## src/logic/usbft_pkg.sv

```systemverilog
// package: offsets, field positions, reset values and carriers of the front-end test register
package usbft_pkg;

    // ****************************************************************
    // register map
    // ****************************************************************
    localparam logic [11:0] TEST_CTRL_OFS  = 12'h0C4;
    localparam logic [31:0] RSVD_MASK      = 32'hFF87_000D;

    // ****************************************************************
    // field positions
    // ****************************************************************
    localparam int FS_OE_N_POS   = 22;
    localparam int FS_POS_POS    = 21;
    localparam int FS_NEG_POS    = 20;
    localparam int FS_RX_POS     = 19;
    localparam int VMASK_LSB     = 14;
    localparam int TXBITS_LSB    = 12;
    localparam int CS_ON_POS     = 11;
    localparam int TRIM_LSB      = 8;
    localparam int PU_POS_POS    = 7;
    localparam int PU_NEG_POS    = 6;
    localparam int PD_POS_POS    = 5;
    localparam int PD_NEG_POS    = 4;
    localparam int TX_ON_POS     = 1;

    // ****************************************************************
    // reset values and codes
    // ****************************************************************
    localparam logic [2:0]  TRIM_RST       = 3'h0;
    localparam logic [1:0]  VMASK_RST      = 2'h0;
    localparam logic [1:0]  VMASK_BAD      = 2'h2;
    localparam logic [1:0]  TXBITS_RST     = 2'h0;
    localparam logic [31:0] RDATA_RST      = 32'h0000_0000;
    localparam logic [1:0]  HRESP_OKAY     = 2'h0;

    // ****************************************************************
    // carriers
    // ****************************************************************
    typedef struct packed {
        logic       fs_driver_output_enable_n;
        logic       fs_positive_out_data;
        logic       fs_negative_out_data;
        logic [1:0] hs_tx_valid_mask;
        logic [1:0] hs_tx_bits;
        logic       hs_current_source_on;
        logic [2:0] hs_drive_current_trim;
        logic       pullup_pos_line_en;
        logic       pullup_neg_line_en;
        logic       pulldown_pos_line_en;
        logic       pulldown_neg_line_en;
        logic       hs_driver_transmit_on;
    } usbft_ctrl_s;

    localparam usbft_ctrl_s CTRL_RST = '{default: 1'b0};

endpackage

```

## src/logic/usbft_trim_src.sv

```systemverilog
// trim default source: startup default, eeprom image and restore on usb or lite reset
`timescale 1ns/10ps
module usbft_trim_src (
    // clock and reset
    input  wire logic       hclk,
    input  wire logic       hresetn,
    // configuration sources
    input  wire logic       eeprom_present,
    input  wire logic       eeprom_load,
    input  wire logic [2:0] cfg_drive_current_trim,
    input  wire logic       otp_programmed,
    input  wire logic [2:0] otp_trim,
    // restoring resets
    input  wire logic       usb_reset,
    input  wire logic       lite_reset,
    // load request to the register
    output logic            trim_load,
    output logic [2:0]      trim_value
);

    typedef struct packed {
        logic       started;
        logic       eeprom_seen;
        logic [2:0] image;
        logic       load;
        logic [2:0] value;
    } usbft_src_s;

    usbft_src_s st_r;
    usbft_src_s st_nxt;

    // ****************************************************************
    // next state
    // ****************************************************************
    always_comb begin
        st_nxt = st_r;
        st_nxt.load = 1'b0;
        if (!st_r.started) begin
            // strap caught in the first cycle after release
            st_nxt.started = 1'b1;
            st_nxt.eeprom_seen = eeprom_present;
            st_nxt.load = 1'b1;
            st_nxt.value = (!eeprom_present && otp_programmed) ? otp_trim : usbft_pkg::TRIM_RST;
        end else if (eeprom_load && st_r.eeprom_seen) begin
            st_nxt.image = cfg_drive_current_trim;
            st_nxt.load = 1'b1;
            st_nxt.value = cfg_drive_current_trim;
        end else if (usb_reset || lite_reset) begin
            st_nxt.load = 1'b1;
            st_nxt.value = st_r.eeprom_seen ? st_r.image : usbft_pkg::TRIM_RST;
        end
    end

    always_ff @(posedge hclk or negedge hresetn) begin
        if (!hresetn) begin
            st_r <= '{default: 1'b0};
        end else begin
            st_r <= st_nxt;
        end
    end

    assign trim_load  = st_r.load;
    assign trim_value = st_r.value;
endmodule // usbft_trim_src

```

## src/logic/usbft_test_reg.sv

```systemverilog
// front-end test register: ahb-lite slave driving the usb 2.0 analog front end
//
// Function
// - test register is one 32-bit word at byte offset 0C4h.
// - bit 22 is active-low fs/ls driver enable, resets to 0.
// - bits 21 and 20 drive fs/ls data onto positive and negative lines.
// - read-only bit 19 shows the fs/ls differential receiver output.
// - bits 15:14 mark valid hs transmit bits; pattern 10 is invalid.
// - bits 13:12 hold two hs transmit bits, sent lsb first.
// - bit 11 powers hs current source; forced on in high-speed mode.
// - bits 10:8 trim hs drive current, 000 nominal.
// - protected resets leave the current trim unchanged.
// - trim default from eeprom, else otp, else 000.
// - usb or lite reset restores trim to eeprom image or 000.
// - bits 7 and 6 enable pull-ups on positive and negative lines.
// - bits 5 and 4 enable pull-downs on positive and negative lines.
// - bit 1 selects hs driver low-power idle or active transmit.
`timescale 1ns/10ps
module usbft_test_reg #(
    parameter int ADDR_W = 12
) (
    // clock and reset
    input  wire logic              hclk,
    input  wire logic              hresetn,
    // ahb-lite slave
    input  wire logic              hsel,
    input  wire logic [ADDR_W-1:0] haddr,
    input  wire logic [1:0]        htrans,
    input  wire logic              hwrite,
    input  wire logic [2:0]        hsize,
    input  wire logic [31:0]       hwdata,
    input  wire logic              hready,
    output logic                   hreadyout,
    output logic [1:0]             hresp,
    output logic [31:0]            hrdata,
    // front-end status and port mode
    input  wire logic              fs_receiver_out,
    input  wire logic              hs_mode,
    // resets acting on the register
    input  wire logic              usb_reset,
    input  wire logic              lite_reset,
    input  wire logic              soft_reset_protected,
    // trim configuration sources
    input  wire logic              eeprom_present,
    input  wire logic              eeprom_load,
    input  wire logic [2:0]        cfg_drive_current_trim,
    input  wire logic              otp_programmed,
    input  wire logic [2:0]        otp_trim,
    // analog front-end controls
    output usbft_pkg::usbft_ctrl_s afe_ctrl
);

    typedef struct packed {
        usbft_pkg::usbft_ctrl_s ctrl;
        logic                   cs_out;
        logic                   wr_pend;
        logic [31:0]            rdata;
    } usbft_state_s;

    usbft_state_s st_r;
    usbft_state_s st_nxt;

    logic       trim_load;
    logic [2:0] trim_value;
    logic       acc_hit;
    logic       rd_req;
    logic       wr_req;
    logic       rd_other;

    // ****************************************************************
    // trim default source
    // ****************************************************************
    usbft_trim_src u_trim_src (
        .hclk                   (hclk),
        .hresetn                (hresetn),
        .eeprom_present         (eeprom_present),
        .eeprom_load            (eeprom_load),
        .cfg_drive_current_trim (cfg_drive_current_trim),
        .otp_programmed         (otp_programmed),
        .otp_trim               (otp_trim),
        .usb_reset              (usb_reset),
        .lite_reset             (lite_reset),
        .trim_load              (trim_load),
        .trim_value             (trim_value)
    );

    // ****************************************************************
    // word packing
    // ****************************************************************
    function automatic logic [31:0] to_word(input usbft_pkg::usbft_ctrl_s c,
                                            input logic cs, input logic rx);
        logic [31:0] w;
        w = 32'h0000_0000;
        w[usbft_pkg::FS_OE_N_POS] = c.fs_driver_output_enable_n;
        w[usbft_pkg::FS_POS_POS] = c.fs_positive_out_data;
        w[usbft_pkg::FS_NEG_POS] = c.fs_negative_out_data;
        w[usbft_pkg::FS_RX_POS] = rx;
        w[usbft_pkg::VMASK_LSB +: 2] = c.hs_tx_valid_mask;
        w[usbft_pkg::TXBITS_LSB +: 2] = c.hs_tx_bits;
        w[usbft_pkg::CS_ON_POS] = cs;
        w[usbft_pkg::TRIM_LSB +: 3] = c.hs_drive_current_trim;
        w[usbft_pkg::PU_POS_POS] = c.pullup_pos_line_en;
        w[usbft_pkg::PU_NEG_POS] = c.pullup_neg_line_en;
        w[usbft_pkg::PD_POS_POS] = c.pulldown_pos_line_en;
        w[usbft_pkg::PD_NEG_POS] = c.pulldown_neg_line_en;
        w[usbft_pkg::TX_ON_POS] = c.hs_driver_transmit_on;
        return w;
    endfunction

    // ****************************************************************
    // address phase decode
    // ****************************************************************
    assign acc_hit = hsel && hready && htrans[1]
                     && (haddr == ADDR_W'(usbft_pkg::TEST_CTRL_OFS));
    assign rd_req  = acc_hit && !hwrite;
    assign wr_req  = acc_hit && hwrite;
    assign rd_other = hsel && hready && htrans[1] && !hwrite && !acc_hit;

    // ****************************************************************
    // next state
    // ****************************************************************
    always_comb begin
        st_nxt = st_r;
        st_nxt.wr_pend = wr_req;
        // protected reset clears all but the trim
        if (soft_reset_protected) begin
            st_nxt.ctrl = usbft_pkg::CTRL_RST;
            st_nxt.ctrl.hs_drive_current_trim = st_r.ctrl.hs_drive_current_trim;
        end
        // data phase of a write
        if (st_r.wr_pend) begin
            st_nxt.ctrl.fs_driver_output_enable_n = hwdata[usbft_pkg::FS_OE_N_POS];
            st_nxt.ctrl.fs_positive_out_data = hwdata[usbft_pkg::FS_POS_POS];
            st_nxt.ctrl.fs_negative_out_data = hwdata[usbft_pkg::FS_NEG_POS];
            if (hwdata[usbft_pkg::VMASK_LSB +: 2] != usbft_pkg::VMASK_BAD) begin
                st_nxt.ctrl.hs_tx_valid_mask = hwdata[usbft_pkg::VMASK_LSB +: 2];
            end
            st_nxt.ctrl.hs_tx_bits = hwdata[usbft_pkg::TXBITS_LSB +: 2];
            st_nxt.ctrl.hs_current_source_on = hwdata[usbft_pkg::CS_ON_POS];
            st_nxt.ctrl.hs_drive_current_trim = hwdata[usbft_pkg::TRIM_LSB +: 3];
            st_nxt.ctrl.pullup_pos_line_en = hwdata[usbft_pkg::PU_POS_POS];
            st_nxt.ctrl.pullup_neg_line_en = hwdata[usbft_pkg::PU_NEG_POS];
            st_nxt.ctrl.pulldown_pos_line_en = hwdata[usbft_pkg::PD_POS_POS];
            st_nxt.ctrl.pulldown_neg_line_en = hwdata[usbft_pkg::PD_NEG_POS];
            st_nxt.ctrl.hs_driver_transmit_on = hwdata[usbft_pkg::TX_ON_POS];
        end
        // default load and usb or lite reset win over software
        if (trim_load) begin
            st_nxt.ctrl.hs_drive_current_trim = trim_value;
        end
        // source powered by software, by high-speed mode or by active transmit
        st_nxt.cs_out = st_nxt.ctrl.hs_current_source_on || hs_mode
                        || st_nxt.ctrl.hs_driver_transmit_on;
        // read data sampled from the value as it will stand; other addresses read zero
        if (rd_req) begin
            st_nxt.rdata = to_word(st_nxt.ctrl, st_nxt.cs_out, fs_receiver_out);
        end else if (rd_other) begin
            st_nxt.rdata = usbft_pkg::RDATA_RST;
        end
    end

    always_ff @(posedge hclk or negedge hresetn) begin
        if (!hresetn) begin
            st_r <= '{ctrl: usbft_pkg::CTRL_RST, cs_out: 1'b0, wr_pend: 1'b0,
                      rdata: usbft_pkg::RDATA_RST};
        end else begin
            st_r <= st_nxt;
        end
    end

    // ****************************************************************
    // outputs
    // ****************************************************************
    assign hreadyout = 1'b1;
    assign hresp     = usbft_pkg::HRESP_OKAY;
    assign hrdata    = st_r.rdata;

    always_comb begin
        afe_ctrl = st_r.ctrl;
        afe_ctrl.hs_current_source_on = st_r.cs_out;
    end
endmodule // usbft_test_reg

```

## config.mk

```make
export PLATFORM = sky130hd
export DESIGN_NAME = usbft_test_reg
export DESIGN_NICKNAME = d
export VERILOG_FILES = /design/src/logic/usbft_pkg.sv /design/src/logic/usbft_trim_src.sv /design/src/logic/usbft_test_reg.sv
export SDC_FILE = /design/constraint.sdc
export NUM_CORES = 1
export LEC_CHECK = 0
export BUFFER_PORTS_ARGS = -buffer_cell sky130_fd_sc_hd__clkbuf_2
export CAP_MARGIN = 5
export CORE_MARGIN = 3
export CORE_UTILIZATION = 44
export CTS_CLUSTER_DIAMETER = 200
export CTS_CLUSTER_SIZE = 30
export DETAILED_ROUTE_END_ITERATION = 10
export PLACE_DENSITY = 0.83
export SYNTH_ARGS = -nofsm -noshare
export SYNTH_HDL_FRONTEND = slang
export SYNTH_SLANG_ARGS = --single-unit
```

## constraint.sdc

```tcl
create_clock -name hclk -period 1.7 [get_ports hclk]
set_clock_uncertainty 0.05 [all_clocks]
set_input_delay 0.255 -clock hclk [delete_from_list [all_inputs] [get_ports hclk]]
set_output_delay 0.255 -clock hclk [all_outputs]
set_load 0.01 [all_outputs]
```

After elaboration in Yosys (flattened, before gate mapping)
Index checks and enable logic that the tools add are counted.
W data, S select, Z words.
{"block": "classes", "n_mux": 11, "reduce_logical": 17, "n_eq_ne": 3}
{"operator": "$mux W32", "n": 2}
{"operator": "$mux W16", "n": 2}
{"operator": "$eq A12 B8 Y1 const B", "n": 1}
{"operator": "$mux W4", "n": 3}
{"operator": "$logic_and A1 B1 Y1", "n": 9}
{"operator": "$mux W3", "n": 3}
{"operator": "$logic_not A1 Y1", "n": 3}
{"operator": "$logic_or A1 B1 Y1", "n": 3}
{"operator": "$ne A3 B3 Y1 const B", "n": 1}
{"operator": "$mux W2", "n": 1}
{"operator": "$ne A2 B2 Y1 const B", "n": 1}
{"operator": "$reduce_and A2 Y1", "n": 1}
{"operator": "$reduce_bool A2 Y1", "n": 1}
{"block": "word_totals", "register_bits": 59, "out_inout_bits": 51, "elab_cells": 51}

Longest topological paths before layout
{"block": "depth", "ltp_word": 7, "ltp_mapped": 5}

By module
From an unflattened synthesis, not the netlist that was laid out.
{"block": "unflattened", "cells_unflattened": 187, "area_unflattened_um2": 2167.1}
{"module": "usbft_test_reg", "n_inst": 1, "area_per_inst_um2": 1720.4, "cells_per_inst": 147, "seq_area_each_um2": 875.8}
{"module": "usbft_trim_src", "n_inst": 1, "area_per_inst_um2": 446.7, "cells_per_inst": 40, "seq_area_each_um2": 225.2}

Worst setup path before layout
No wires, ideal clock.
{"block": "synth_path", "path_type": "reg-to-reg", "startpoint": "reg st_r[32] in the netlist's numbering", "endpoint": "reg st_r (netlist bit hrdata[11])", "path_stages_with_launch": 5, "arrival_ns": 1.243, "required_ns": 1.529, "slack_ns": 0.286, "n_path_buf": 1, "path_cell_list": "dfrtp_1 buf_6 a22o_1 or3_4 a22o_1"}
{"item": "start, declared", "line": "usbft_test_reg.sv:60", "text": "usbft_state_s st_r;"}
{"item": "start signal, assigned", "line": "usbft_test_reg.sv:164", "text": "st_r <= '{ctrl: usbft_pkg::CTRL_RST, cs_out: 1'b0, wr_pend: 1'b0,"}
{"item": "start signal, assigned", "line": "usbft_test_reg.sv:167", "text": "st_r <= st_nxt;"}

==> insert_results.sql <==
INSERT INTO impl_metrics (metric_group, metric, value, unit) VALUES
('outcome', 'status', 'finished clean', ''),
('cells_and_area', 'finalNonFillerCells', '292', ''),
('global_route', 'antenna_violations_before_repair', '0', ''),
('setup_path', 'critical_path_arrival', '1.56', 'ns'),
('logic_synthesis', 'netlist_area', '2100', 'um2'),
('setup_path', 'cp_cell_sequence', 'nor2_4, a22o_1, or3_4, a22o_1', ''),
('route', 'wl_per_cell', '13.8', 'um'),
('logic_synthesis', 'synth_compound_gate_area_share', '0.143', ''),
('setup_path', 'crit_buf_inv', '0', ''),
('floorplanning', 'design.portCount', '119', ''),
('setup_path', 'reg2reg_depth', '4', ''),
('min_path', 'hold_crit_class', 'input port to flip-flop', ''),
('timing', 'final-hold-violation-count', '0', ''),
('route', 'post-route-drc-count', '0', ''),
('cells_and_area', 'multi_input_area', '647', 'um2'),
('cells_and_area', 'regArea', '1100', 'um2'),
('floorplanning', 'core_rows', '24', ''),
('setup_path', 'r2r_setup_slack', '0.28', 'ns'),
('pwr', 'max-vdd-ir-drop', '0.000330', 'V'),
('clock_network', 'cts-root-to-sink-buffers', '2', ''),
('placement', 'dp.final_hpwl', '3040', 'um'),
('logic_synthesis', 'yosys_most_used_dff', 'sky130_fd_sc_hd__dfrtp_1', ''),
('timing', 'timing.setup.tns', '0', 'ns'),
('clock_network', 'tritoncts', 'yes', ''),
('logic_synthesis', 'edff_count_synth', '0', ''),
('setup_path', 'criticalPathCategory', 'flip-flop to flip-flop', ''),
('logic_synthesis', 'synthesis.yosys.warnings', '0', ''),
('logic_synthesis', 'synth_top_family_by_area', 'buffers and inverters', ''),
('logic_synthesis', 'synth.area.mux_share', '0.0345', ''),
('clock_network', 'clock_sinks', '44', ''),
('cells_and_area', 'fill_cells', '406', ''),
('cells_and_area', 'growth_of_design_area_from_synthesis_to_finish', '14.5', '%'),
('global_route', 'via_count_of_the_first_global_routing_pass', '1453', ''),
('logic_synthesis', 'ys_async_sr_fraction', '1.00', ''),
('timing', 'setup-violations-final', '0', ''),
('logic_synthesis', 'netlist_top_cells_area', 'sky130_fd_sc_hd__dfrtp_1 (52%), sky130_fd_sc_hd__buf_4 (19%), sky130_fd_sc_hd__a22o_1 (11%)', ''),
('logic_synthesis', 'synth-simple-area-share', '0.0965', ''),
('setup_path', 'worst_path_largest_cell_delay', '0.46', 'ns'),
('logic_synthesis', 'postSynthRegisterBits', '44', ''),
('global_route', 'grt_usage', '0.152', ''),
('pwr', 'power.density_cell_area', '876', 'nW/um2'),
('cells_and_area', 'layout.cells.most_common', 'sky130_fd_sc_hd__clkbuf_2', ''),
('logic_synthesis', 'synth_largest_type_area_fraction', '0.524', ''),
('setup_path', 'cp_top_family', 'flip-flops', ''),
('route', 'drt-pass1-iter-count', '4', ''),
('clock_network', 'cell_at_the_root_of_the_clock_tree', 'sky130_fd_sc_hd__clkbuf_8', ''),
('logic_synthesis', 'synthesis.instances', '184', ''),
('cells_and_area', 'antenna_cells', '0', ''),
('timing', 'maxSlewViolCount', '0', ''),
('route', 'postRouteAntennaNets', '0', ''),
('route', 'drc_marker_count_from_the_first_detailed_route_iteration', '106', ''),
('timing', 'setup_ws_final', '0.276', 'ns'),
('route', 'detail_route.vias_per_cell', '4.86', ''),
('floorplanning', 'floorplan.initialDensity', '0.470', ''),
('run', 'maxCapViolCount', '0', ''),
('timing', 'achievable-frequency', '702', 'MHz'),
('setup_path', 'cpMaxStageDelayCell', 'sky130_fd_sc_hd__dfrtp_1', ''),
('pwr', 'leak_pwr', '0.00130', 'uW'),
('logic_synthesis', 'synthXorXnorAreaFrac', '0', ''),
('timing', 'grt_setup_unrepaired', 'no', ''),
('placement', 'pre_cts_ws', '0.269', 'ns'),
('clock_network', 'cts_buffers', '5', ''),
('logic_synthesis', 'ys_types', '25', ''),
('placement', 'port_buffers', '80', ''),
('cells_and_area', 'post_route_cells_drive_above_1_share', '0.408', ''),
('floorplanning', 'height_of_the_die', '75.1', 'um'),
('global_route', 'global_route_overflow', '0', ''),
('cells_and_area', 'final_net_count', '307', ''),
('route', 'routed_wirelength', '4020', 'um'),
('logic_synthesis', 'synth_top_area_cell', 'sky130_fd_sc_hd__dfrtp_1', ''),
('setup_path', 'setup.worst_path.end_class', 'flip-flop', '');
## metrics by stage
stage / cell area, um2 / hold slack [ns] / total power [uW]
2_1_floorplan: 2160 / -0.0906 / 1250
3_3_place_gp: 2270 / 0.300 / 1300
3_5_place_dp: 2270 / 0.311 / 1310
4_1_cts: 2410 / 0.125 / 2130
5_1_grt: 2410 / 0.118 / 2220
6_report: 2410 / 0.136 / 2110
## logic make-up (layout without fill, tap and decap cells)
kind of cell | Yosys count | in the layout
other | 2 | 19
flip-flops | 44 | 44
multiplexers | 7 | 7
AND/OR/NAND/NOR | 35 | 35
AO/OA/AOI/OAI | 39 | 39
buffers and inverters | 57 | 96
## power breakdown
part / switching (uW) / internal [uW]
Sequential: 21.8 / 1080
Combinational: 101 / 84.2
Clock: 339 / 480
## registers in the layout (all words and copies together), names as in the netlist
name,cells
st_r,2
u_trim_src.st_r,5
u_trim_src.trim_load,1
u_trim_src.trim_value,3
hrdata,17
afe_ctrl,16
## final cells by class
type	instances	share of cell area
inverter	1	0.00156
tap	52	0.0270
clock inverter	2	0.0161
multi-input combinational	100	0.269
clock buffer	6	0.0343
sequential	44	0.458
timing repair buffer	87	0.194
## synthesized netlist by cell type, types with 2 or more instances
cell type,n
sky130_fd_sc_hd__clkbuf_1,3
sky130_fd_sc_hd__nor2_4,2
sky130_fd_sc_hd__nand2b_1,3
sky130_fd_sc_hd__nand3_1,3
sky130_fd_sc_hd__dfrtp_1,44
sky130_fd_sc_hd__o21ai_0,5
sky130_fd_sc_hd__mux2i_1,5
sky130_fd_sc_hd__nand4_1,2
sky130_fd_sc_hd__a21oi_1,5
sky130_fd_sc_hd__a22o_1,27
sky130_fd_sc_hd__nand2_1,10
sky130_fd_sc_hd__conb_1,2
sky130_fd_sc_hd__nor2_1,7
sky130_fd_sc_hd__nor4b_1,4
sky130_fd_sc_hd__buf_4,52
## final timing paths
path | endpoint | start
setup / recovery | hrdata[11]$_DFFE_PN0P_ | st_r[32]$_DFF_PN0_
hold / removal | hrdata[19]$_DFFE_PN0P_ | fs_receiver_out
setup reg to reg | hrdata[11]$_DFFE_PN0P_ | st_r[32]$_DFF_PN0_
hold reg to reg | u_trim_src.st_r[5]$_DFFE_PN0P_ | u_trim_src.st_r[5]$_DFFE_PN0P_
max in group asynchronous | afe_ctrl[2]$_DFF_PN0_ | hresetn
min in group asynchronous | hrdata[12]$_DFFE_PN0P_ | hresetn
## worst reg2reg max path, delay by kind of cell (launching register included)
kind	cells	cell delay [ns]
AO/OA/AOI/OAI	2	0.40
flip-flops	1	0.46
AND/OR/NAND/NOR	2	0.43
## metal layers
metal  vias to the layer above  global-route usage  wire (um)
li1                        687                   -          -
met1                       654               0.191       1720
met2                        75               0.250       1890
met3                         2              0.0521        397
met4                         0              0.0395         14
met5                         -                   0          0
## repair_timing
action,4_1_cts,5_1_grt
hold endpoints to repair,24,0
hold buffers,1,0
setup endpoints to repair,0,0
No activity file was read; power rests on OpenSTA's default activity.
